$ cat src/core/acf_defines.svh
// Offsets, field positions and reset values of the converter control block
`ifndef ACF_DEFINES_SVH
`define ACF_DEFINES_SVH
// ==================================================================
// Register indices (byte address is four times the index)
`define ACF_IDX_RES_LO 8'h78
`define ACF_IDX_RES_HI 8'h79
`define ACF_IDX_SEL    8'h7C
`define ACF_IDX_STS    8'h70
`define ACF_IDX_MSK    8'h71
`define ACF_IDX_CTL    8'h72
// ==================================================================
// Field positions and reset values
`define ACF_SEL_RST    8'h00
`define ACF_SEL_REF_HI 7
`define ACF_SEL_REF_LO 6
`define ACF_SEL_ALIGN  5
`define ACF_SEL_MUX_HI 4
`define ACF_STS_DONE   0
`define ACF_STS_OVR    1
`define ACF_CTL_START  0
`define ACF_CTL_BUSY   1
// ==================================================================
// Result codes
`define ACF_RES_W      10
`define ACF_SE_MAX     10'h3FF
`define ACF_DIF_MAX    10'h1FF
`define ACF_DIF_MIN    10'h200
`endif

$ cat src/core/acf_pkg.sv
// Types shared by the converter control block
package acf_pkg;
   // ===============================================================
   // Gain of the differential stage
   typedef enum logic [1:0]
   {
      ACF_GAIN_1   = 2'h0,
      ACF_GAIN_10  = 2'h1,
      ACF_GAIN_200 = 2'h2
   } acf_gain_t;

   // ===============================================================
   // Whole register state of the top module
   typedef struct packed
   {
      logic [7:0] sel;
      logic [7:0] app;
      logic [9:0] res;
      logic       lock;
      logic [1:0] sts;
      logic [1:0] msk;
      logic       ack;
      logic [7:0] dat;
      logic       start;
   } acf_state_t;
endpackage

$ cat src/core/acf_sel_dec.sv
// Decoder of reference and channel/gain selection
`timescale 1ns/1ps
`default_nettype none
`include "acf_defines.svh"
module acf_sel_dec
   import acf_pkg::*;
(
   input  wire logic [7:0] sel_i,      // Applied selection byte
   output logic [3:0]      ref_o,      // One-hot reference choice
   output logic            int_ref_o,  // Internal reference on
   output logic [2:0]      pos_o,      // Positive input index
   output logic [1:0]      neg_o,      // Negative input index
   output acf_gain_t       gain_o,     // Differential gain
   output logic            diff_o,     // Differential pair routed
   output logic            bg_o,       // Bandgap routed
   output logic            gnd_o       // Ground routed
);
   logic [4:0] mux;

   assign mux = sel_i[`ACF_SEL_MUX_HI:0];

   always_comb
   begin
      ref_o     = 4'h0;
      ref_o[sel_i[`ACF_SEL_REF_HI:`ACF_SEL_REF_LO]] = 1'b1;
      int_ref_o = sel_i[`ACF_SEL_REF_HI];
      pos_o     = mux[2:0];
      neg_o     = 2'h0;
      gain_o    = ACF_GAIN_1;
      diff_o    = 1'b0;
      bg_o      = 1'b0;
      gnd_o     = 1'b0;
      case (mux[4:3])
         2'b00:  ;
         2'b01:
         begin
            pos_o  = {1'b0, mux[2], mux[0]};
            neg_o  = {mux[2], 1'b0};
            gain_o = mux[1] ? ACF_GAIN_200 : ACF_GAIN_10;
            diff_o = 1'b1;
         end
         2'b10:
         begin
            neg_o  = 2'h1;
            diff_o = 1'b1;
         end
         default:
         begin
            if (mux == 5'h1E)
               bg_o = 1'b1;
            else if (mux == 5'h1F)
               gnd_o = 1'b1;
            else
            begin
               neg_o  = 2'h2;
               diff_o = 1'b1;
            end
         end
      endcase
   end
endmodule
`default_nettype wire

$ cat src/core/acf_fmt.sv
// Saturating formatter from raw converter value to 10-bit code
`timescale 1ns/1ps
`default_nettype none
`include "acf_defines.svh"
module acf_fmt
#(
   parameter int RAW_W = 11
)
(
   input  wire logic [RAW_W-1:0] raw_i,  // Raw converter value
   input  wire logic             diff_i, // Differential conversion
   output logic [9:0]            code_o  // Formatted result code
);
   localparam logic signed [RAW_W-1:0] DMAX = RAW_W'(511);
   localparam logic signed [RAW_W-1:0] DMIN = RAW_W'(-512);
   localparam logic [RAW_W-1:0]        UMAX = RAW_W'(1023);

   generate
      if (RAW_W < 11 || RAW_W > 16)
      begin : g_chk
         $error("acf_fmt: RAW_W must be 11 to 16");
      end
   endgenerate

   always_comb
   begin
      code_o = raw_i[9:0];
      if (diff_i)
      begin
         if ($signed(raw_i) > DMAX)
            code_o = `ACF_DIF_MAX;
         else if ($signed(raw_i) < DMIN)
            code_o = `ACF_DIF_MIN;
      end
      else if (raw_i > UMAX)
         code_o = `ACF_SE_MAX;
   end
endmodule
`default_nettype wire

$ cat src/core/acf_top.sv
// Converter input selection, result capture and formatting with Wishbone
`timescale 1ns/1ps
`default_nettype none
`include "acf_defines.svh"
module acf_top
   import acf_pkg::*;
#(
   parameter int RAW_W = 11
)
(
   input  wire logic             clk_i,        // System clock 125 MHz
   input  wire logic             rst_b_i,      // Async reset, active low
   input  wire logic             wb_cyc_i,     // Wishbone cycle
   input  wire logic             wb_stb_i,     // Wishbone strobe
   input  wire logic             wb_we_i,      // Wishbone write enable
   input  wire logic [9:0]       wb_adr_i,     // Wishbone byte address
   input  wire logic [3:0]       wb_sel_i,     // Wishbone byte selects
   input  wire logic [31:0]      wb_dat_i,     // Wishbone write data
   output logic [31:0]           wb_dat_o,     // Wishbone read data
   output logic                  wb_ack_o,     // Wishbone acknowledge
   output logic                  irq_o,        // Level interrupt
   output logic                  conv_start_o, // Start pulse to converter
   input  wire logic             conv_busy_i,  // Conversion running
   input  wire logic             conv_done_i,  // Conversion end pulse
   input  wire logic [RAW_W-1:0] conv_raw_i,   // Raw value at done
   output logic [3:0]            ref_sel_o,    // One-hot reference
   output logic                  int_ref_o,    // Internal reference on
   output logic [2:0]            pos_ch_o,     // Positive input index
   output logic [1:0]            neg_ch_o,     // Negative input index
   output acf_gain_t             gain_o,       // Differential gain
   output logic                  diff_o,       // Differential pair
   output logic                  bandgap_o,    // Bandgap routed
   output logic                  ground_o      // Ground routed
);
   // ===============================================================
   // Declarations
   acf_state_t q;
   acf_state_t n;
   logic [7:0] idx;
   logic       req;
   logic       wr;
   logic       rd;
   logic [9:0] code;

   generate
      if (RAW_W < 11 || RAW_W > 16)
      begin : g_chk
         $error("acf_top: RAW_W must be 11 to 16");
      end
   endgenerate

   // ===============================================================
   // Register read decode
   function automatic logic [7:0] rd_byte
   (
      input logic [7:0] a,
      input acf_state_t s,
      input logic       busy
   );
      logic al;
      al = s.sel[`ACF_SEL_ALIGN];
      case (a)
         `ACF_IDX_RES_LO:
            rd_byte = al ? {s.res[1:0], 6'h00} : s.res[7:0];
         `ACF_IDX_RES_HI:
            rd_byte = al ? s.res[9:2] : {6'h00, s.res[9:8]};
         `ACF_IDX_SEL:
            rd_byte = s.sel;
         `ACF_IDX_STS:
            rd_byte = {6'h00, s.sts};
         `ACF_IDX_MSK:
            rd_byte = {6'h00, s.msk};
         `ACF_IDX_CTL:
            rd_byte = {6'h00, busy, 1'b0};
         default:
            rd_byte = 8'h00;
      endcase
   endfunction

   // ===============================================================
   // Sub-blocks
   acf_sel_dec u_dec
   (
      .sel_i     (q.app),
      .ref_o     (ref_sel_o),
      .int_ref_o (int_ref_o),
      .pos_o     (pos_ch_o),
      .neg_o     (neg_ch_o),
      .gain_o    (gain_o),
      .diff_o    (diff_o),
      .bg_o      (bandgap_o),
      .gnd_o     (ground_o)
   );

   acf_fmt #(.RAW_W(RAW_W)) u_fmt
   (
      .raw_i  (conv_raw_i),
      .diff_i (diff_o),
      .code_o (code)
   );

   // ===============================================================
   // Bus request decode
   assign idx = wb_adr_i[9:2];
   assign req = wb_cyc_i & wb_stb_i & ~q.ack;
   assign wr  = req & wb_we_i & wb_sel_i[0];
   assign rd  = req & ~wb_we_i;

   // ===============================================================
   // Next state
   always_comb
   begin
      n       = q;
      n.ack   = req;
      n.start = 1'b0;
      // Settings reach the converter only between conversions
      n.app   = conv_busy_i ? q.app : q.sel;
      if (rd)
         n.dat = rd_byte(idx, q, conv_busy_i);
      if (wr)
      begin
         case (idx)
            `ACF_IDX_SEL: n.sel = wb_dat_i[7:0];
            `ACF_IDX_MSK: n.msk = wb_dat_i[1:0];
            `ACF_IDX_CTL: n.start = wb_dat_i[`ACF_CTL_START];
            default:      ;
         endcase
      end
      if (rd && idx == `ACF_IDX_STS)
         n.sts = 2'h0;
      if (rd && idx == `ACF_IDX_RES_LO)
         n.lock = 1'b1;
      if (rd && idx == `ACF_IDX_RES_HI)
         n.lock = 1'b0;
      // Events win over a clearing read in the same cycle
      if (conv_done_i)
      begin
         if (!q.lock)
         begin
            n.res = code;
            n.sts[`ACF_STS_DONE] = 1'b1;
         end
         else
            n.sts[`ACF_STS_OVR] = 1'b1;
      end
   end

   // ===============================================================
   // State register
   always_ff @(posedge clk_i or negedge rst_b_i)
   begin
      if (!rst_b_i)
      begin
         q       <= '0;
         q.sel   <= `ACF_SEL_RST;
         q.app   <= `ACF_SEL_RST;
      end
      else
         q <= n;
   end

   // ===============================================================
   // Outputs
   assign wb_ack_o     = q.ack;
   assign wb_dat_o     = {24'h000000, q.dat};
   assign conv_start_o = q.start;
   assign irq_o        = |(q.sts & q.msk);

   // ===============================================================
   // Assertions
   property p_done_upd;
      @(posedge clk_i) disable iff (!rst_b_i)
      conv_done_i && !q.lock |=>
         q.res == $past(code) && q.sts[`ACF_STS_DONE];
   endproperty
   a_done_upd: assert property (p_done_upd)
      else $error("result or done flag not updated at conversion end");

   property p_se_sat;
      @(posedge clk_i) disable iff (!rst_b_i)
      conv_done_i && !q.lock && !diff_o &&
         conv_raw_i > RAW_W'(1023) |=> q.res == 10'h3FF;
   endproperty
   a_se_sat: assert property (p_se_sat)
      else $error("single-ended overrange not clamped to 0x3FF");

   property p_dif_sat;
      @(posedge clk_i) disable iff (!rst_b_i)
      conv_done_i && !q.lock && diff_o &&
         $signed(conv_raw_i) < $signed(RAW_W'(-512)) |=> q.res == 10'h200;
   endproperty
   a_dif_sat: assert property (p_dif_sat)
      else $error("differential underrange not clamped to 0x200");

   property p_sign;
      @(posedge clk_i) disable iff (!rst_b_i)
      conv_done_i && !q.lock && diff_o |=>
         q.res[9] == $past(conv_raw_i[RAW_W-1]);
   endproperty
   a_sign: assert property (p_sign)
      else $error("result sign bit does not follow input polarity");

   property p_sel_wr;
      @(posedge clk_i) disable iff (!rst_b_i)
      wr && idx == `ACF_IDX_SEL |=> q.sel == $past(wb_dat_i[7:0]);
   endproperty
   a_sel_wr: assert property (p_sel_wr)
      else $error("selection register did not take written value");

   property p_ref;
      @(posedge clk_i) disable iff (!rst_b_i)
      q.app[7:6] == 2'b11 |-> ref_sel_o == 4'h8 && int_ref_o;
   endproperty
   a_ref: assert property (p_ref)
      else $error("2.56V reference code not decoded");

   property p_hold;
      @(posedge clk_i) disable iff (!rst_b_i)
      conv_busy_i && $past(conv_busy_i) |-> $stable(q.app);
   endproperty
   a_hold: assert property (p_hold)
      else $error("applied selection changed during conversion");

   property p_align;
      @(posedge clk_i) disable iff (!rst_b_i)
      rd && idx == `ACF_IDX_RES_HI && q.sel[5] |=>
         wb_ack_o && wb_dat_o[7:0] == $past(q.res[9:2]);
   endproperty
   a_align: assert property (p_align)
      else $error("left aligned high byte wrong");

   property p_pair;
      @(posedge clk_i) disable iff (!rst_b_i)
      q.app[4:3] == 2'b01 |->
         diff_o && neg_ch_o == {q.app[2], 1'b0} &&
         gain_o == (q.app[1] ? ACF_GAIN_200 : ACF_GAIN_10);
   endproperty
   a_pair: assert property (p_pair)
      else $error("gain pair code decoded wrongly");

   property p_lock;
      @(posedge clk_i) disable iff (!rst_b_i)
      q.lock && conv_done_i |=> $stable(q.res) && q.sts[`ACF_STS_OVR];
   endproperty
   a_lock: assert property (p_lock)
      else $error("result changed while low byte lock held");

   property p_ref_ext;
      @(posedge clk_i) disable iff (!rst_b_i)
      q.app[7:6] == 2'b00 |-> ref_sel_o == 4'h1 && !int_ref_o;
   endproperty
   a_ref_ext: assert property (p_ref_ext)
      else $error("external reference code not decoded");

   property p_ref_bg;
      @(posedge clk_i) disable iff (!rst_b_i)
      q.app[7:6] == 2'b10 |-> ref_sel_o == 4'h4 && int_ref_o;
   endproperty
   a_ref_bg: assert property (p_ref_bg)
      else $error("1.1V reference code not decoded");

   property p_se_route;
      @(posedge clk_i) disable iff (!rst_b_i)
      q.app[4:3] == 2'b00 |->
         !diff_o && !bandgap_o && !ground_o && pos_ch_o == q.app[2:0];
   endproperty
   a_se_route: assert property (p_se_route)
      else $error("single-ended input code decoded wrongly");

   property p_bg_route;
      @(posedge clk_i) disable iff (!rst_b_i)
      q.app[4:0] == 5'h1E |-> bandgap_o && !ground_o && !diff_o;
   endproperty
   a_bg_route: assert property (p_bg_route)
      else $error("bandgap code decoded wrongly");

   property p_gnd_route;
      @(posedge clk_i) disable iff (!rst_b_i)
      q.app[4:0] == 5'h1F |-> ground_o && !bandgap_o && !diff_o;
   endproperty
   a_gnd_route: assert property (p_gnd_route)
      else $error("ground code decoded wrongly");

   property p_pair_pos;
      @(posedge clk_i) disable iff (!rst_b_i)
      q.app[4:3] == 2'b01 |-> pos_ch_o == {1'b0, q.app[2], q.app[0]};
   endproperty
   a_pair_pos: assert property (p_pair_pos)
      else $error("gain pair positive input wrong");

   property p_unity_a;
      @(posedge clk_i) disable iff (!rst_b_i)
      q.app[4:3] == 2'b10 |->
         diff_o && neg_ch_o == 2'h1 && gain_o == ACF_GAIN_1 &&
         pos_ch_o == q.app[2:0];
   endproperty
   a_unity_a: assert property (p_unity_a)
      else $error("unity pair against input 1 decoded wrongly");

   property p_unity_b;
      @(posedge clk_i) disable iff (!rst_b_i)
      q.app[4:3] == 2'b11 && q.app[2:1] != 2'b11 |->
         diff_o && neg_ch_o == 2'h2 && gain_o == ACF_GAIN_1 &&
         pos_ch_o == q.app[2:0];
   endproperty
   a_unity_b: assert property (p_unity_b)
      else $error("unity pair against input 2 decoded wrongly");

   property p_dif_top;
      @(posedge clk_i) disable iff (!rst_b_i)
      conv_done_i && !q.lock && diff_o &&
         $signed(conv_raw_i) > $signed(RAW_W'(511)) |=> q.res == 10'h1FF;
   endproperty
   a_dif_top: assert property (p_dif_top)
      else $error("differential overrange not clamped to 0x1FF");

   property p_right_hi;
      @(posedge clk_i) disable iff (!rst_b_i)
      rd && idx == `ACF_IDX_RES_HI && !q.sel[5] |=>
         wb_dat_o[7:0] == {6'h00, $past(q.res[9:8])};
   endproperty
   a_right_hi: assert property (p_right_hi)
      else $error("right aligned high byte wrong");

   property p_left_lo;
      @(posedge clk_i) disable iff (!rst_b_i)
      rd && idx == `ACF_IDX_RES_LO && q.sel[5] |=>
         wb_dat_o[7:0] == {$past(q.res[1:0]), 6'h00};
   endproperty
   a_left_lo: assert property (p_left_lo)
      else $error("left aligned low byte wrong");
endmodule
`default_nettype wire

$ cat config.mk
export PLATFORM = sky130hd
export DESIGN_NAME = acf_top
export DESIGN_NICKNAME = d
export VERILOG_FILES = /design/src/core/acf_pkg.sv /design/src/core/acf_sel_dec.sv /design/src/core/acf_fmt.sv /design/src/core/acf_top.sv
export VERILOG_INCLUDE_DIRS = /design/src /design/src/core
export SDC_FILE = /design/constraint.sdc
export NUM_CORES = 1
export LEC_CHECK = 0
export ABC_AREA = 1
export BUFFER_PORTS_ARGS = -buffer_cell sky130_fd_sc_hd__buf_2
export CAP_MARGIN = 20
export CORE_UTILIZATION = 40
export DETAILED_ROUTE_END_ITERATION = 8
export GPL_TIMING_DRIVEN = 0
export PLACE_DENSITY = 0.72
export RECOVER_POWER = 50
export SYNTH_ARGS = -nofsm -noshare
export SYNTH_HDL_FRONTEND = slang
export SYNTH_SLANG_ARGS = --single-unit
$ cat constraint.sdc
create_clock -name clk_i -period 1.6 [get_ports clk_i]
set_input_delay 0.32 -clock clk_i [delete_from_list [all_inputs] [get_ports clk_i]]
set_output_delay 0.32 -clock clk_i [all_outputs]
set_load 0.02 [all_outputs]
* Word-level counts from Yosys, hierarchy flattened *
Index checks and enable logic that the tools add are counted.

cells by class
  order comparisons = 5
  equal/unequal tests = 10
  muxes and demuxes = 31
  bitwise operators = 9
  reduce and logical (&&, ||, !) cells = 12

operators by type and width
  operator                                                                             number
  8-bit by 7-bit == test with 1-bit output, second input constant                      6
  8-bit one-hot mux with 6 select lines                                                1
  10-bit two-way mux                                                                   4
  11-bit by 10-bit greater-than comparator with 1-bit output, second input constant    2
  8-bit two-way mux                                                                    2
  1-bit two-way mux                                                                    14
  2-bit two-way mux                                                                    6
  11-bit by 10-bit less-than comparator with 1-bit output, second input constant       1
  5-bit == test, second input constant                                                 2
  2-bit one-hot mux with 3 select lines                                                1
  2-bit AND reduction                                                                  3
  1-bit bitwise AND                                                                    5
  1-bit logical AND                                                                    4
  2-bit OR reduction                                                                   2
  2-bit by 3-bit less-than comparator with 1-bit output, second input constant         1
  3-bit two-way mux                                                                    1
  1-bit inverter                                                                       3
  3-bit OR reduction                                                                   1
  2-bit bitwise AND                                                                    1
  1-bit demux with 2-bit select                                                        1
  2-bit by 1-bit == test with 1-bit output, second input constant                      1
  2-bit == test, second input constant                                                 1
  2-bit by 1-bit greater-or-equal comparator with 1-bit output, second input constant  1
  2-bit logical NOT                                                                    1
  2 further kinds                                                                      2

word-level totals
  register bits = 41
  input port bits = 64
  output and inout bits = 50
  word-level logic and storage cells = 76

* Depth between registers and ports, before layout *
  depth in word-level cells = 7
  mapped depth = 10
  mapped depth without buffers = 9

* By module *
A second synthesis with hierarchy kept.

second synthesis, totals
  cell total of the unflattened synthesis = 328
  area total of the unflattened synthesis = 2652.5 um2

modules (own cells, without submodules)
  module       instances  cells an instance  area each (um2)  seq. area each (um2)
  acf_top      1          257                2302.2           1026.0
  acf_sel_dec  1          35                 180.2            0.0
  acf_fmt      1          36                 170.2            0.0

* Worst setup path before layout *
OpenSTA, ideal clock, no wires.

  path type = reg2out
  start point = register q[28] (netlist bit)
  end point = output diff_o
  arrival = 1.323 ns
  required time = 1.280 ns
  slack = -0.043 ns
  stages on the path, launching flop included = 6
  path buffers = 1
  path through = dfrtp_1 > inv_1 > ha_1 > or2_2 > nand2_4 > buf_6

on the way
  longest elaborated chain between the ends = 4
  elaborated cells between the ends (all ways) = 9
  those cells by class = eq/ne (4); mux (3); reduce/logical (2)

RTL lines
  item                                       RTL line           RTL
  from (decl)                                acf_top.sv:37      acf_state_t q;
  from (signal assigned)                     acf_top.sv:159     q <= n;
  5-bit == test                              acf_sel_dec.sv:51  else if (mux == 5'h1F)
  1-bit two-way mux                          acf_sel_dec.sv:51
  1-bit two-way mux                          acf_sel_dec.sv:49  if (mux == 5'h1E)
  1-bit one-hot mux with 2 select lines (*)  acf_sel_dec.sv:33  case (mux[4:3])
  to (decl)                                  acf_top.sv:31      output logic diff_o,

Mark *: on every way between the ends. The rest lies on a longest branch, timed or not.

* Final worst setup path *
  start point = register q[29] (netlist bit)
  end point = output diff_o

Same word-level chain as after synthesis.

==> flow_summary.html <==
<table>
<tr><th>Metric</th><th>Value</th></tr>
<tr><th colspan="2">Status</th></tr>
<tr><td>Result of the run</td><td>complete, but fails checks</td></tr>
<tr><td>Violated checks</td><td>negative setup slack</td></tr>
<tr><th colspan="2">Timing</th></tr>
<tr><td>Final setup vio count</td><td>8</td></tr>
<tr><td>Transition time of the tightest slew-check pin</td><td>0.984 ns</td></tr>
<tr><td>Maximum clock frequency</td><td>565 MHz</td></tr>
<tr><td>Minimum setup slack in the final design</td><td>-0.169 ns</td></tr>
<tr><td>Final Hold Viols</td><td>0</td></tr>
<tr><td>Pins Over Slew Limit</td><td>0</td></tr>
<tr><td>Unrepaired setup endpoints after global routing</td><td>yes</td></tr>
<tr><td>Relative max-transition margin</td><td>34.4%</td></tr>
<tr><td>Worst slack on hold paths</td><td>0.167 ns</td></tr>
<tr><td>Final min period</td><td>1.77 ns</td></tr>
<tr><td>Share of the cycle needed by the critical path after routing</td><td>111%</td></tr>
<tr><td>Clock Skews</td><td>0.00837 ns</td></tr>
<tr><th colspan="2">Critical path</th></tr>
<tr><td>CP Class</td><td>flop to output pin</td></tr>
<tr><td>Endpoint class of the critical path</td><td>output pin</td></tr>
<tr><td>Required time of the worst setup path</td><td>1.28 ns</td></tr>
<tr><td>CP peak stage delay</td><td>0.46 ns</td></tr>
<tr><td>Critical path arrival</td><td>1.45 ns</td></tr>
<tr><td>Peak fanout along the critical path</td><td>4</td></tr>
<tr><td>Crit start category</td><td>flop</td></tr>
<tr><td>FF-to-FF path depth</td><td>7</td></tr>
<tr><td>Slowest stage cell, crit path</td><td>dfrtp_2</td></tr>
<tr><td>Sequence of cells on the critical path</td><td>ha_2, or2_4, nand2_8, buf_6</td></tr>
<tr><th colspan="2">Yosys</th></tr>
<tr><td>Gate count of the mapped netlist</td><td>345</td></tr>
<tr><td>Flop and latch count out of synthesis</td><td>40</td></tr>
<tr><td>XOR/XNOR Fraction of Synth Area</td><td>0%</td></tr>
<tr><td>EDFF count, synth</td><td>0</td></tr>
<tr><td>Summed instance area of the synthesized netlist</td><td>0.00258 mm²</td></tr>
<tr><td>Post-synthesis sequential area ratio</td><td>38.8%</td></tr>
<tr><td>FFs w/ async S/R, synth</td><td>100%</td></tr>
<tr><td>Adder-cell share of the synthesized area</td><td>1.94%</td></tr>
<tr><td>Combinational family with the most area after synthesis</td><td>simple AND/OR/NAND/NOR gates</td></tr>
<tr><td>Most area-hungry cell type in the Yosys netlist</td><td>dfrtp_1</td></tr>
<tr><td>Total number of yosys warnings</td><td>0</td></tr>
<tr><td>Dominant synthesized flop cell</td><td>dfrtp_1</td></tr>
<tr><td>Mean post-synth cell area</td><td>7.47 µm²</td></tr>
<tr><td>Count of distinct cell types in the synthesized netlist</td><td>32</td></tr>
<tr><td>Top-area cell type share of the netlist area</td><td>38.8%</td></tr>
<tr><td>Share of cell area taken by muxes after synthesis</td><td>0%</td></tr>
<tr><td>Most area-consuming cells after synthesis</td><td>dfrtp_1, nand2_1, buf_4, nand3_1, o21ai_0</td></tr>
<tr><td>Simple-Gate Fraction of Synth Area</td><td>34.6%</td></tr>
<tr><td>Compound-gate portion of the synthesized area</td><td>7.72%</td></tr>
<tr><th colspan="2">Clock network</th></tr>
<tr><td>TritonCTS clock tree</td><td>built</td></tr>
<tr><td>Clk pin slew, worst setup/hold paths</td><td>0.08 ns</td></tr>
<tr><td>Library cell used as clock root buffer</td><td>clkbuf_8</td></tr>
<tr><td>CTS H-tree depth</td><td>2</td></tr>
<tr><td>Number of clock buffers inserted by TritonCTS</td><td>5</td></tr>
<tr><td>Number of buffers between clock root and the deepest sink</td><td>2</td></tr>
<tr><td>CTS sink cnt</td><td>40</td></tr>
<tr><td>Clk Latency, worst-skew pair</td><td>0.30 ns</td></tr>
<tr><td>Number of hold buffers added after cts</td><td>0</td></tr>
<tr><th colspan="2">Power</th></tr>
<tr><td>LEAKAGE</td><td>0.00185 µW</td></tr>
<tr><td>Worst voltage drop across the vdd grid</td><td>393 µV</td></tr>
<tr><td>Overall Power</td><td>2440 µW</td></tr>
<tr><td>Power Density</td><td>745 mW/mm²</td></tr>
<tr><th colspan="2">Floorplan</th></tr>
<tr><td>Die area</td><td>0.00677 mm²</td></tr>
<tr><td>Initial core utilization</td><td>42.5%</td></tr>
<tr><td>CORE AREA</td><td>0.00606 mm²</td></tr>
<tr><td>Die height</td><td>82.3 µm</td></tr>
<tr><td>Number of core rows</td><td>28</td></tr>
<tr><td>Die Span X</td><td>82.3 µm</td></tr>
<tr><td>Top-level I/O count</td><td>114</td></tr>
<tr><th colspan="2">GRT</th></tr>
<tr><td>Maximum number of pins on one net before global-route repair</td><td>41</td></tr>
<tr><td>Wire length of the first global-routing pass</td><td>9260 µm</td></tr>
<tr><td>Number of antenna violations at the first check in global routing</td><td>0</td></tr>
<tr><td>Number of global-route vias before repair</td><td>2091</td></tr>
<tr><td>Total Routing Usage GR</td><td>18.1%</td></tr>
<tr><td>Global-route congestion overflow total</td><td>0</td></tr>
<tr><th colspan="2">Route</th></tr>
<tr><td>Drt wl/cell</td><td>11.2 µm</td></tr>
<tr><td>Violation count after the first detailed-routing iteration</td><td>123</td></tr>
<tr><td>Number of detailed-routing iterations run before antenna repair</td><td>5</td></tr>
<tr><td>Total via count in the routed design</td><td>2355</td></tr>
<tr><td>Number of antenna-violating nets in the routed design</td><td>0</td></tr>
<tr><td>Via count normalized by instance count</td><td>4.60</td></tr>
<tr><td>DRC violations left</td><td>0</td></tr>
<tr><td>Final Routed Wirelength</td><td>5740 µm</td></tr>
<tr><th colspan="2">Placed design</th></tr>
<tr><td>Dpl ws</td><td>-0.202 ns</td></tr>
<tr><td>Area of placed instances</td><td>0.00306 mm²</td></tr>
<tr><td>Port Buffers</td><td>59</td></tr>
<tr><td>Weighted congestion reported at the end of routability-driven placement</td><td>0.843</td></tr>
<tr><td>Post-DP HPWL</td><td>4350 µm</td></tr>
<tr><th colspan="2">Layout</th></tr>
<tr><td>Fraction of final layout cells with drive strength greater than 1</td><td>34.3%</td></tr>
<tr><td>Finished Cell Area</td><td>0.00328 mm²</td></tr>
<tr><td>Final antenna diode count</td><td>0</td></tr>
<tr><td>Nets</td><td>504</td></tr>
<tr><td>Area growth from synthesis to layout</td><td>27.2%</td></tr>
<tr><td>Commonest cells after routing, fill and taps aside</td><td>nand2_1, buf_2, buf_4, dfrtp_1, nand3_1</td></tr>
<tr><td>Commonest non-fill, non-tap cell in the layout</td><td>nand2_1</td></tr>
<tr><td>Count of fill cells added during filler insertion</td><td>603</td></tr>
<tr><th colspan="2">Run</th></tr>
<tr><td>Max Cap Viol</td><td>0</td></tr>
<tr><th colspan="2">Hold path</th></tr>
<tr><td>Worst min-delay path category</td><td>input pin to async pin</td></tr>
</table>
routing by layer:
layer	vias up	global-route usage (%)	routed length (µm)
met2	68	30.7	2680
met1	1051	23.4	2680
met3	5	3.08	302
li1	1231	-	-
met4	0	5.79	70
met5	-	0	0
metrics by stage:
stage / utilization [%] / TNS (ns) / instances
after floorplan: - / 0 / 368
final: 54.1 / -0.756 / 512
after global placement: 50.5 / -0.193 / 502
after detailed placement: 50.5 / -0.202 / 502
after CTS: 53.9 / -0.756 / 512
after global routing: 54.1 / -1.53 / 512
final cells by class:
type                            count  area, µm²  area share, %
Clock buffer                        5       68.8           2.10
Tap cell                           75       93.8           2.86
Buffer                             41        302           9.20
Clock inverter                      3       42.5           1.30
Timing Repair Buffer               62        363           11.1
Inverter                           32        123           3.74
Sequential cell                    40       1000           30.6
Multi-Input combinational cell    254       1280           39.1
what timing repair did:
action | in CTS | in global routing
pin swaps | 6 | 4
setup buffers | 3 | 0
endpoints found under the setup margin | 10 | 17
cloned | 0 | 0
gates resized for setup | 27 | 8
worst max-delay path, delay by kind of cell (launching register included):
kind / cells / cell delay, ns
and+or+nand+nor: 2 / 0.35
buffers and inverters: 1 / 0.11
adders and majority gates: 1 / 0.22
DFF: 1 / 0.46
flip-flops by register name (all words and copies together), names as in the netlist:
register and count:
q 30, wb_dat_o 8, wb_ack_o 1, conv_start_o 1
where the power goes:
part / leakage [µW] / total (µW) / internal [µW] / switching, µW
registers: 0.000463 / 1090 / 1050 / 39.0
logic: 0.00133 / 520 / 209 / 312
clock network: 0.0000541 / 834 / 462 / 372
cells by family (layout without fill, tap and decap cells):
kind of cell               after synthesis  in the layout
buffers and inverters                   74            143
adders and majority gates                4              4
DFF                                     40             40
and+or+nand+nor                        189            189
AOI/OAI and AO/OA                       37             37
other                                    1             24
Yosys cell counts (2+ instances only):
| library cell | n |
|---|---|
| nand3_1 | 32 |
| nand2_1 | 108 |
| dfrtp_1 | 40 |
| o21ai_0 | 19 |
| nand4_2 | 2 |
| nand4_1 | 4 |
| nor2_2 | 3 |
| nand2_2 | 3 |
| ha_1 | 4 |
| nand2_4 | 4 |
| nor2_1 | 15 |
| buf_6 | 3 |
| o21ai_1 | 12 |
| nor3_1 | 9 |
| inv_1 | 25 |
| buf_4 | 34 |
| inv_2 | 6 |
| buf_2 | 4 |
| o21ai_2 | 2 |
| nor2_4 | 4 |
final timing paths:
| check | endpoint | slack [ns] | from |
|---|---|---|---|
| max reg2reg | q[19] | 0.02 | q[29] |
| min in group clk_i | q[35] | 0.23 | wb_dat_i[2] |
| min reg2reg | wb_ack_o | 0.47 | wb_ack_o |
| max in group asynchronous | q[29] | 0.77 | rst_b_i |
| max | diff_o | -0.17 | q[29] |
| min | q[32] | 0.17 | rst_b_i |
(Power assumes the default switching activity.)
